<file path="src/design/fcc_pkg.sv">
// constants shared by the switch controller and its input synchroniser
// assumes one 40 MHz clock; all times are turned into whole clock cycles here
package fcc_pkg;
  localparam int FREQ_KHZ = 40000; // core clock rate in kHz
  localparam int CW = 22; // width of the shared state counter
  localparam int LIM_W = 16; // width of the over-voltage time limit, in cycles

  // leading-edge blanking after turn-on, least time so rounded up
  localparam int SENSE_BLANKING_NS = 500;
  localparam int LEB_CYC = (SENSE_BLANKING_NS * FREQ_KHZ + 999999) / 1000000;
  // highest switching frequency gives the least period, rounded up
  localparam int FMAX_KHZ = 70;
  localparam int MIN_PER_CYC = (FREQ_KHZ + FMAX_KHZ - 1) / FMAX_KHZ;
  // on-time is capped at a share of the least period, rounded down
  localparam int DUTY_MAX_PCT = 42;
  localparam int ON_MAX_CYC = MIN_PER_CYC * DUTY_MAX_PCT / 100;
  // longest demagnetization interval, longest time so rounded down
  localparam int TOFF_MAX_US = 220;
  localparam int TOFF_MAX_CYC = TOFF_MAX_US * FREQ_KHZ / 1000;
  // low fixed frequency while the output is shorted, in tenths of a kHz
  localparam int SHORT_FREQ_X10_KHZ = 45;
  localparam int SHORT_PER_CYC = FREQ_KHZ * 10 / SHORT_FREQ_X10_KHZ;
  // open-load restart delay
  localparam int OVP_RST_MS = 60;
  localparam int OVP_RST_CYC = OVP_RST_MS * FREQ_KHZ;
  // default over-voltage demagnetization limit with the setting pin open
  localparam int OVP_DEF_NS = 4500;
  localparam int OVP_DEF_CYC = OVP_DEF_NS * FREQ_KHZ / 1000000;
  localparam int DERATE_W = 4; // width of the thermal derating level

  // one bit changes along idle -> wait and on -> demag -> wait; wait -> on flips two bits
  typedef enum logic [2:0] {
    FCC_IDLE  = 3'h0,
    FCC_ON    = 3'h1,
    FCC_DEMAG = 3'h3,
    FCC_WAIT  = 3'h2,
    FCC_HOLD  = 3'h6
  } fcc_state_e;
endpackage : fcc_pkg

</file>
<file path="src/design/fcc_sense_if.sv">
// synchronised sense and supply levels passed from the synchroniser to the controller
// assumes both ends run on the same core clock
`timescale 1ns/1ps
`default_nettype none
interface fcc_sense_if;
  import fcc_pkg::*;
  logic sup; // internal supply above start threshold
  logic cs_trip; // peak-current comparator tripped
  logic demag; // secondary still conducting
  logic led_short; // output short detected
  logic t_reg; // junction above regulation threshold
  logic t_shut; // shutdown comparator with its own hysteresis
  logic ovp_open; // setting pin open or above upper range
  logic ovp_dis; // setting resistor in the disable range
  logic [LIM_W-1:0] ovp_lim; // limit from setting resistor, in cycles
  modport src (output sup, cs_trip, demag, led_short, t_reg, t_shut, ovp_open, ovp_dis,
    ovp_lim);
  modport snk (input sup, cs_trip, demag, led_short, t_reg, t_shut, ovp_open, ovp_dis,
    ovp_lim);
endinterface : fcc_sense_if
`default_nettype wire

</file>
<file path="src/design/fcc_sync.sv">
// two-flop synchroniser bank for every analog comparator and setting input
// assumes ovp_lim is quasi-static, so a multi-bit two-flop path is acceptable
`timescale 1ns/1ps
`default_nettype none
module fcc_sync
  import fcc_pkg::*;
(
  input wire logic mclk_in, // core clock
  input wire logic rstn_in, // async reset, active low
  input wire logic [7:0] lvl_in, // raw comparator levels
  input wire logic [LIM_W-1:0] lim_in, // raw over-voltage limit
  fcc_sense_if.src sen // synchronised levels
);
  localparam int N = 8 + LIM_W;
  logic [N-1:0] meta_ff; // first stage, read only by the second
  logic [N-1:0] sync_ff;

  // plain two-stage crossing, reset to all inactive
  always_ff @(posedge mclk_in or negedge rstn_in)
  begin
    if (!rstn_in)
    begin
      meta_ff <= '0;
      sync_ff <= '0;
    end
    else
    begin
      meta_ff <= {lim_in, lvl_in};
      sync_ff <= meta_ff;
    end
  end

  // unpack into the named levels
  assign sen.sup = sync_ff[0];
  assign sen.cs_trip = sync_ff[1];
  assign sen.demag = sync_ff[2];
  assign sen.led_short = sync_ff[3];
  assign sen.t_reg = sync_ff[4];
  assign sen.t_shut = sync_ff[5];
  assign sen.ovp_open = sync_ff[6];
  assign sen.ovp_dis = sync_ff[7];
  assign sen.ovp_lim = sync_ff[N-1:8];
endmodule : fcc_sync
`default_nettype wire

</file>
<file path="src/design/fcc_ctrl.sv">
// cycle-by-cycle switch controller for a primary-side regulated flyback led driver
// assumes analog comparators and the setting-resistor measurement drive the inputs
`timescale 1ns/1ps
`default_nettype none
module fcc_ctrl
  import fcc_pkg::*;
#(
  parameter int TOFF_CYC = TOFF_MAX_CYC, // demag cap in cycles
  parameter int SHORT_CYC = SHORT_PER_CYC, // short-mode period in cycles
  parameter int OVP_CYC = OVP_RST_CYC // open-load hold-off in cycles
)
(
  input wire logic mclk_in, // core clock, 40 MHz
  input wire logic rstn_in, // async reset, active low
  input wire logic supply_ok_in, // high_voltage_supply_input above start threshold
  input wire logic cs_trip_in, // peak-current comparator, high at threshold
  input wire logic demag_in, // high while secondary conducts
  input wire logic led_short_in, // output short comparator
  input wire logic temp_reg_in, // above 140 C
  input wire logic temp_shut_in, // above 160 C, drops 25 C lower
  input wire logic ovp_open_in, // setting pin open or above 200k
  input wire logic ovp_dis_in, // setting resistor 25k to 200k
  input wire logic [LIM_W-1:0] ovp_lim_in, // limit in cycles from setting resistor
  output logic gate_out, // power switch gate drive
  output logic ovp_latched_out, // open-load protection active
  output logic therm_shut_out, // thermal shutdown active
  output logic short_mode_out, // low-frequency short mode active
  output logic [DERATE_W-1:0] derate_out // current derating level
);
  fcc_sense_if sen ();
  fcc_state_e st_ff, nxt_st;
  logic [CW-1:0] cnt_ff, nxt_cnt; // cycles spent in the current state
  logic [CW-1:0] per_ff; // cycles since last turn-on, saturating
  logic ovp_ff;
  logic [DERATE_W-1:0] der_ff;
  logic gate_ff;
  logic dmg_q_ff; // last synchronised demag level, idles low like the pin

  localparam logic [CW-1:0] LEB_C = CW'(LEB_CYC);
  localparam logic [CW-1:0] ONMAX_C = CW'(ON_MAX_CYC);
  localparam logic [CW-1:0] MINPER_C = CW'(MIN_PER_CYC);
  localparam logic [CW-1:0] TOFF_C = CW'(TOFF_CYC);
  localparam logic [CW-1:0] SHORT_C = CW'(SHORT_CYC);
  localparam logic [CW-1:0] OVP_C = CW'(OVP_CYC);
  localparam logic [CW-1:0] DEF_C = CW'(OVP_DEF_CYC);
  localparam logic [CW-1:0] PER_SAT = '1;

  // every analog level crosses two flops before use
  fcc_sync u_sync (
    .mclk_in(mclk_in),
    .rstn_in(rstn_in),
    .lvl_in({ovp_dis_in, ovp_open_in, temp_shut_in, temp_reg_in, led_short_in,
      demag_in, cs_trip_in, supply_ok_in}),
    .lim_in(ovp_lim_in),
    .sen(sen)
  );

  // decoding of the switching conditions
  wire run_ok = sen.sup && !sen.t_shut;
  wire blank_done = cnt_ff >= LEB_C;
  wire peak_off = blank_done && sen.cs_trip;
  wire duty_off = cnt_ff >= ONMAX_C - CW'(1);
  // end on a seen fall or at the cap: the synchroniser delay must not end the interval at once
  wire demag_end = (dmg_q_ff && !sen.demag) || cnt_ff >= TOFF_C - CW'(1);
  // limit picks default, resistor value or none; the count is in clock cycles
  wire [CW-1:0] ovp_lim = sen.ovp_open ? DEF_C : CW'(sen.ovp_lim);
  wire ovp_hit = !sen.ovp_dis && !sen.ovp_open ? (cnt_ff < ovp_lim) :
    (sen.ovp_open && cnt_ff < ovp_lim);
  wire [CW-1:0] per_min = sen.led_short ? SHORT_C : MINPER_C;
  wire per_ok = per_ff >= per_min - CW'(1);
  wire hold_done = ovp_ff ? (cnt_ff >= OVP_C - CW'(1)) : run_ok;

  // next state; supply loss or overheating drop the gate in any state
  always_comb
  begin
    nxt_st = st_ff;
    case (st_ff)
      FCC_IDLE: if (run_ok) nxt_st = FCC_WAIT;
      FCC_ON: if (peak_off || duty_off) nxt_st = FCC_DEMAG;
      FCC_DEMAG: if (demag_end) nxt_st = ovp_hit ? FCC_HOLD : FCC_WAIT;
      FCC_WAIT: if (per_ok) nxt_st = FCC_ON;
      FCC_HOLD: if (hold_done) nxt_st = FCC_IDLE;
      default: nxt_st = FCC_IDLE;
    endcase
    if (!run_ok && st_ff != FCC_HOLD && !(st_ff == FCC_DEMAG && demag_end && ovp_hit))
      nxt_st = sen.sup ? FCC_HOLD : FCC_IDLE;
    nxt_cnt = (nxt_st != st_ff) ? '0 : cnt_ff + CW'(1);
  end

  // state and per-state counter
  always_ff @(posedge mclk_in or negedge rstn_in)
  begin
    if (!rstn_in)
    begin
      st_ff <= FCC_IDLE;
      cnt_ff <= '0;
    end
    else
    begin
      st_ff <= nxt_st;
      cnt_ff <= nxt_cnt;
    end
  end

  // delayed demag level for the falling-edge detect
  always_ff @(posedge mclk_in or negedge rstn_in)
  begin
    if (!rstn_in)
      dmg_q_ff <= 1'b0;
    else
      dmg_q_ff <= sen.demag;
  end

  // period counter restarts at turn-on and saturates while idle
  always_ff @(posedge mclk_in or negedge rstn_in)
  begin
    if (!rstn_in)
      per_ff <= PER_SAT;
    else if (nxt_st == FCC_ON && st_ff != FCC_ON)
      per_ff <= '0;
    else if (st_ff == FCC_IDLE || st_ff == FCC_HOLD || per_ff == PER_SAT)
      per_ff <= PER_SAT;
    else
      per_ff <= per_ff + CW'(1);
  end

  // open-load latch, held through the hold-off then released
  always_ff @(posedge mclk_in or negedge rstn_in)
  begin
    if (!rstn_in)
      ovp_ff <= 1'b0;
    else if (st_ff == FCC_DEMAG && nxt_st == FCC_HOLD && ovp_hit)
      ovp_ff <= 1'b1;
    else if (st_ff == FCC_HOLD && nxt_st == FCC_IDLE)
      ovp_ff <= 1'b0;
  end

  // derating climbs one step per turn-on while hot, eases back when cool
  // coarse steps trade accuracy for a small counter; the trim is applied externally
  always_ff @(posedge mclk_in or negedge rstn_in)
  begin
    if (!rstn_in)
      der_ff <= '0;
    else if (st_ff == FCC_WAIT && nxt_st == FCC_ON)
    begin
      if (sen.t_reg && der_ff != '1)
        der_ff <= der_ff + DERATE_W'(1);
      else if (!sen.t_reg && der_ff != '0)
        der_ff <= der_ff - DERATE_W'(1);
    end
  end

  // gate registered straight from the next state, so it falls with the decision
  always_ff @(posedge mclk_in or negedge rstn_in)
  begin
    if (!rstn_in)
      gate_ff <= 1'b0;
    else
      gate_ff <= (nxt_st == FCC_ON);
  end

  assign gate_out = gate_ff;
  assign ovp_latched_out = ovp_ff;
  assign therm_shut_out = sen.t_shut;
  assign short_mode_out = sen.led_short;
  assign derate_out = der_ff;

  property p_supply;
    @(posedge mclk_in) disable iff (!rstn_in) !sen.sup |=> !gate_out;
  endproperty
  a_supply: assert property (p_supply) else $error("gate high without supply");

  property p_peak;
    @(posedge mclk_in) disable iff (!rstn_in)
      st_ff == FCC_ON && blank_done && sen.cs_trip |=> !gate_out;
  endproperty
  a_peak: assert property (p_peak) else $error("gate not off at peak trip");

  property p_blank;
    @(posedge mclk_in) disable iff (!rstn_in)
      $fell(gate_out) && $past(run_ok) |-> $past(cnt_ff) >= LEB_C;
  endproperty
  a_blank: assert property (p_blank) else $error("turn-off inside blanking");

  property p_duty;
    @(posedge mclk_in) disable iff (!rstn_in) st_ff == FCC_ON |-> cnt_ff < ONMAX_C;
  endproperty
  a_duty: assert property (p_duty) else $error("on-time over duty limit");

  property p_fmax;
    @(posedge mclk_in) disable iff (!rstn_in)
      $rose(gate_out) |-> $past(per_ff) >= MINPER_C - CW'(2);
  endproperty
  a_fmax: assert property (p_fmax) else $error("period below max-frequency limit");

  property p_short;
    @(posedge mclk_in) disable iff (!rstn_in)
      $rose(gate_out) && $past(sen.led_short) |-> $past(per_ff) >= SHORT_C - CW'(1);
  endproperty
  a_short: assert property (p_short) else $error("short-mode period too short");

  property p_ovp;
    @(posedge mclk_in) disable iff (!rstn_in) $rose(ovp_ff) |-> !gate_out [*8];
  endproperty
  a_ovp: assert property (p_ovp) else $error("switching during open-load hold");

  property p_toff;
    @(posedge mclk_in) disable iff (!rstn_in) st_ff == FCC_DEMAG |-> cnt_ff < TOFF_C;
  endproperty
  a_toff: assert property (p_toff) else $error("demag interval over cap");

  property p_therm;
    @(posedge mclk_in) disable iff (!rstn_in) sen.t_shut |=> !gate_out;
  endproperty
  a_therm: assert property (p_therm) else $error("gate high in thermal shutdown");
endmodule : fcc_ctrl
`default_nettype wire

</file>
<file path="config.mk">
export PLATFORM = sky130hd
export DESIGN_NAME = fcc_ctrl
export DESIGN_NICKNAME = d
export VERILOG_FILES = /design/src/design/fcc_pkg.sv /design/src/design/fcc_sense_if.sv /design/src/design/fcc_sync.sv /design/src/design/fcc_ctrl.sv
export SDC_FILE = /design/constraint.sdc
export NUM_CORES = 1
export LEC_CHECK = 0
export BUFFER_PORTS_ARGS = -buffer_cell sky130_fd_sc_hd__buf_2
export CAP_MARGIN = 40
export CORE_UTILIZATION = 30
export CTS_BUF_LIST = sky130_fd_sc_hd__clkbuf_8
export DETAILED_ROUTE_END_ITERATION = 7
export HOLD_SLACK_MARGIN = 0.1
export PLACE_DENSITY = 0.59
export SYNTH_ARGS = -nofsm -noshare
export SYNTH_HDL_FRONTEND = slang
export SYNTH_SLANG_ARGS = --single-unit
</file>
<file path="constraint.sdc">
create_clock -name mclk_in -period 3.05 [get_ports mclk_in]
set_input_delay 0.1525 -clock mclk_in [delete_from_list [all_inputs] [get_ports mclk_in]]
set_output_delay 0.1525 -clock mclk_in [all_outputs]
set_load 0.02 [all_outputs]
</file>
==> flow_summary.ini <==
[final_layout]
num-nets-final = 558
antenna_cells = 0
multi_input_area_um2 = 2280
fin_util_pct = 38.6
drive_above_1_share_pct = 27.1
syn_to_final_growth_pct = 26.1
ff_latch_area_um2 = 2580
final_common_cell = dfrtp_1
most-common-layout-cells = dfrtp_1, buf_2, nand2_1, a21oi_1, dlygate4sd3_1
fill_cells = 1544

[route]
wl_um = 9960
ant_nets = 0
dr.first_iter.drc_count = 133
detail_route.first_pass.iterations = 4
wl_per_cell_um = 13.7
viasPerCell = 4.74
vias = 3449
drc = 0

[floorplan]
fp.dieArea_um2 = 16700
start_util_pct = 30.6
die_h_um = 129
core-area_um2 = 15800
fp-row-count = 46
io_pins = 34
die_w_um = 129

[clock_tree]
cts_buffer_depth = 2
insertion_delay_ns = 0.37
cts.sinks = 102
cts_max_level = 3
cts_tree = yes
numCtsBuffers = 9
clkTransAtPathRegs_ns = 0.10
clockRootBuffer = clkbuf_8

[synth]
synth_xor_area_share_pct = 7.95
synth_top_family_by_area = simple AND/OR/NAND/NOR gates
ys.flop_type = dfrtp_1
syn-instance-count = 421
synth-compound-area-share_pct = 8.82
synth-adder-area-share_pct = 6.60
synth_area_leader_cell = dfrtp_1
postSynth.asyncResetShare_pct = 100
synthMuxAreaShare_pct = 0.232
synth.distinct_cells = 56
synth_top_area_share_pct = 41.3
synth_seq_cells = 102
synthTopCellsByArea = dfrtp_1, dfstp_2, ha_1, xor2_1, xnor2_1
synth-edff-count = 0
syn_nets = 472
synth-simple-area-share_pct = 20.9
synth_warnings = 0
postSynthAreaPerCell_um2 = 11.5
synth_area_um2 = 4850
seq_area_frac_synth_pct = 53.2

[min_path]
hold_class = in2async

[sta]
holdWs_ns = 0.312
worstMarginPinSlew_ns = 0.795
setup-violations-final = 22
finalMaxSlewViolations = 0
grt_setup_unrepaired = true
final_critical_path_setup_slack_ns = -0.0333
hold_violations = 0
fin_crit_sh_pct = 101
fin_crit_ns = 3.08
fmax_ghz = 0.324
slew_headroom_pct = 46.7
skew_ns = 0.0155

[status]
violations = setup timing
status = finished, violations left

[power_and_ir_drop]
leakage_nw = 2.55
p_sw_w = 0.00128
p_sw_share_pct = 33.3
sequentialPowerShare_pct = 48.2
peakVddDrop_v = 0.000359
comb_power_share_pct = 29.3
clockPowerShare_pct = 22.5
internal_power_w = 0.00257
powerDensity_nw_per_um2 = 630

[critical_path]
crit_path_start = cnt_ff[20]
r2r_start = cnt_ff[20]
crit_type = reg2reg
worstSetupStartpointType = flop
crit_chain = or4_4 > or4_4 > o41a_1 > a2bb2oi_4 > nor3_4 > nor3b_4 > buf_12 > clkbuf_16 > a21oi_1
cp_max_fo = 11
cp_slowest_stage_delay_ns = 0.56
arrival_ns = 3.38
end_kind = flop
required_ns = 3.35
path_common_cell = or4_4
critPathSlowestCell = or4_4

[grt]
grt_pass1_wl_um = 16300
grt_pass1_vias = 3399
grt.total_usage_pct = 12.5
antenna_found_initial = 0
grt_max_degree = 46
grt_overflow = 0

[place]
place.gp.congestion = 0.809
place_hpwl_um = 6660
portBuffers = 33

[job]
cap_violations = 0
## cell usage after synthesis (2+ instances only)
master and n:
nand2b_1 14, clkbuf_1 7, a2111oi_0 2, and3b_1 2
or4_4 2, nor2_1 23, ha_1 24, nor3_1 13
or4_1 2, buf_2 3, o21a_1 2, and3_1 11
o211ai_1 3, nor3_2 13, nor4_1 5, o21ai_0 5
a2bb2oi_1 2, nor2b_1 6, a211oi_1 2, nand3_1 16
a31oi_1 4, dfstp_2 22, and2_1 2, or3_1 2
dfrtp_1 80, xnor2_1 19, buf_6 4, and4_1 5
nor4_4 2, inv_1 7, nand4_1 8, nand2_1 27
nor3b_1 3, a21o_1 3, xor2_1 25, a21oi_1 31
## cell type report
class	instances	area share [%]
inverters	7	0.430
flip-flops and latches	102	42.2
clock buffers	10	2.25
clock inverters	6	0.982
repair buffers	89	12.4
well taps	216	4.42
multi-input cells	298	37.4
## through the flow
step	TNS [ns]	cell area (µm²)	total power, W	worst slack [ns]	instances
2_1_floorplan	0	4850	0.00257	0.0893	421
3_3_place_gp	0	5400	0.00283	0.0256	677
3_5_place_dp	0	5400	0.00288	0.0197	677
4_1_cts	-0.000970	5850	0.00379	-0.000970	718
5_1_grt	-3.71	6120	0.00411	-0.127	728
6_report	-0.500	6120	0.00385	-0.0333	728
## worst max-delay path: cells and delay by family (launching register included)
family,cells,cell delay (ns)
AOI/OAI and AO/OA,3,0.71
DFF,1,0.39
and+or+nand+nor,4,1.64
buffers and inverters,2,0.30
## final timing paths
check                                      to  slack (ns)  cells past startpoint
min in group mclk_in       u_sync.sync_ff[12]        0.35                      0
setup / recovery                   per_ff[19]       -0.03                      9
hold / removal                  derate_out[3]        0.31                      2
setup reg to reg                   per_ff[19]       -0.03                      9
max in group asynchronous  u_sync.meta_ff[13]        1.79                      3
hold reg to reg            u_sync.sync_ff[12]        0.35                      0
## state kept, by name (all words and copies together), names as in the netlist
name / cells
u_sync.meta_ff: 24
u_sync.sync_ff: 24
cnt_ff: 22
per_ff: 22
derate_out: 4
st_ff: 3
dmg_q_ff: 1
gate_out: 1
ovp_latched_out: 1
## power by group through the flow
stage | logic (W) | registers, W | clock network (W)
after floorplan | 0.000722 | 0.00185 | 0
after global placement | 0.000970 | 0.00186 | 0
after detailed placement | 0.00101 | 0.00188 | 0
after CTS | 0.00104 | 0.00185 | 0.000896
after global routing | 0.00127 | 0.00189 | 0.000948
final | 0.00113 | 0.00186 | 0.000867
## timing repair
action | 4_1_cts | 5_1_grt
endpoints found under the setup margin | 7 | 46
hold buffers | 25 | 0
setup buffers | 0 | 6
pin swaps | 1 | 7
hold endpoints to repair | 63 | 0
resized for setup | 0 | 19
cloned | 0 | 4
## per-layer routing
layer | GRT usage (%) | vias up | share of wire, %
li1 | - | 1668 | -
met1 | 16.3 | 1701 | 47
met2 | 20.0 | 67 | 47
met3 | 2.39 | 13 | 4.0
met4 | 5.74 | 0 | 2.0
met5 | 0 | - | 0
## kinds of logic (layout without fill, tap and decap cells)
family          count (synthesis)  in the layout
simple gates                  164            164
flops                         102            102
compound gates                 64             64
xor+xnor                       44             44
fa+ha+maj                      25             25
buf+inv                        21            112
mux                             1              1
(Power assumes the default switching activity.)
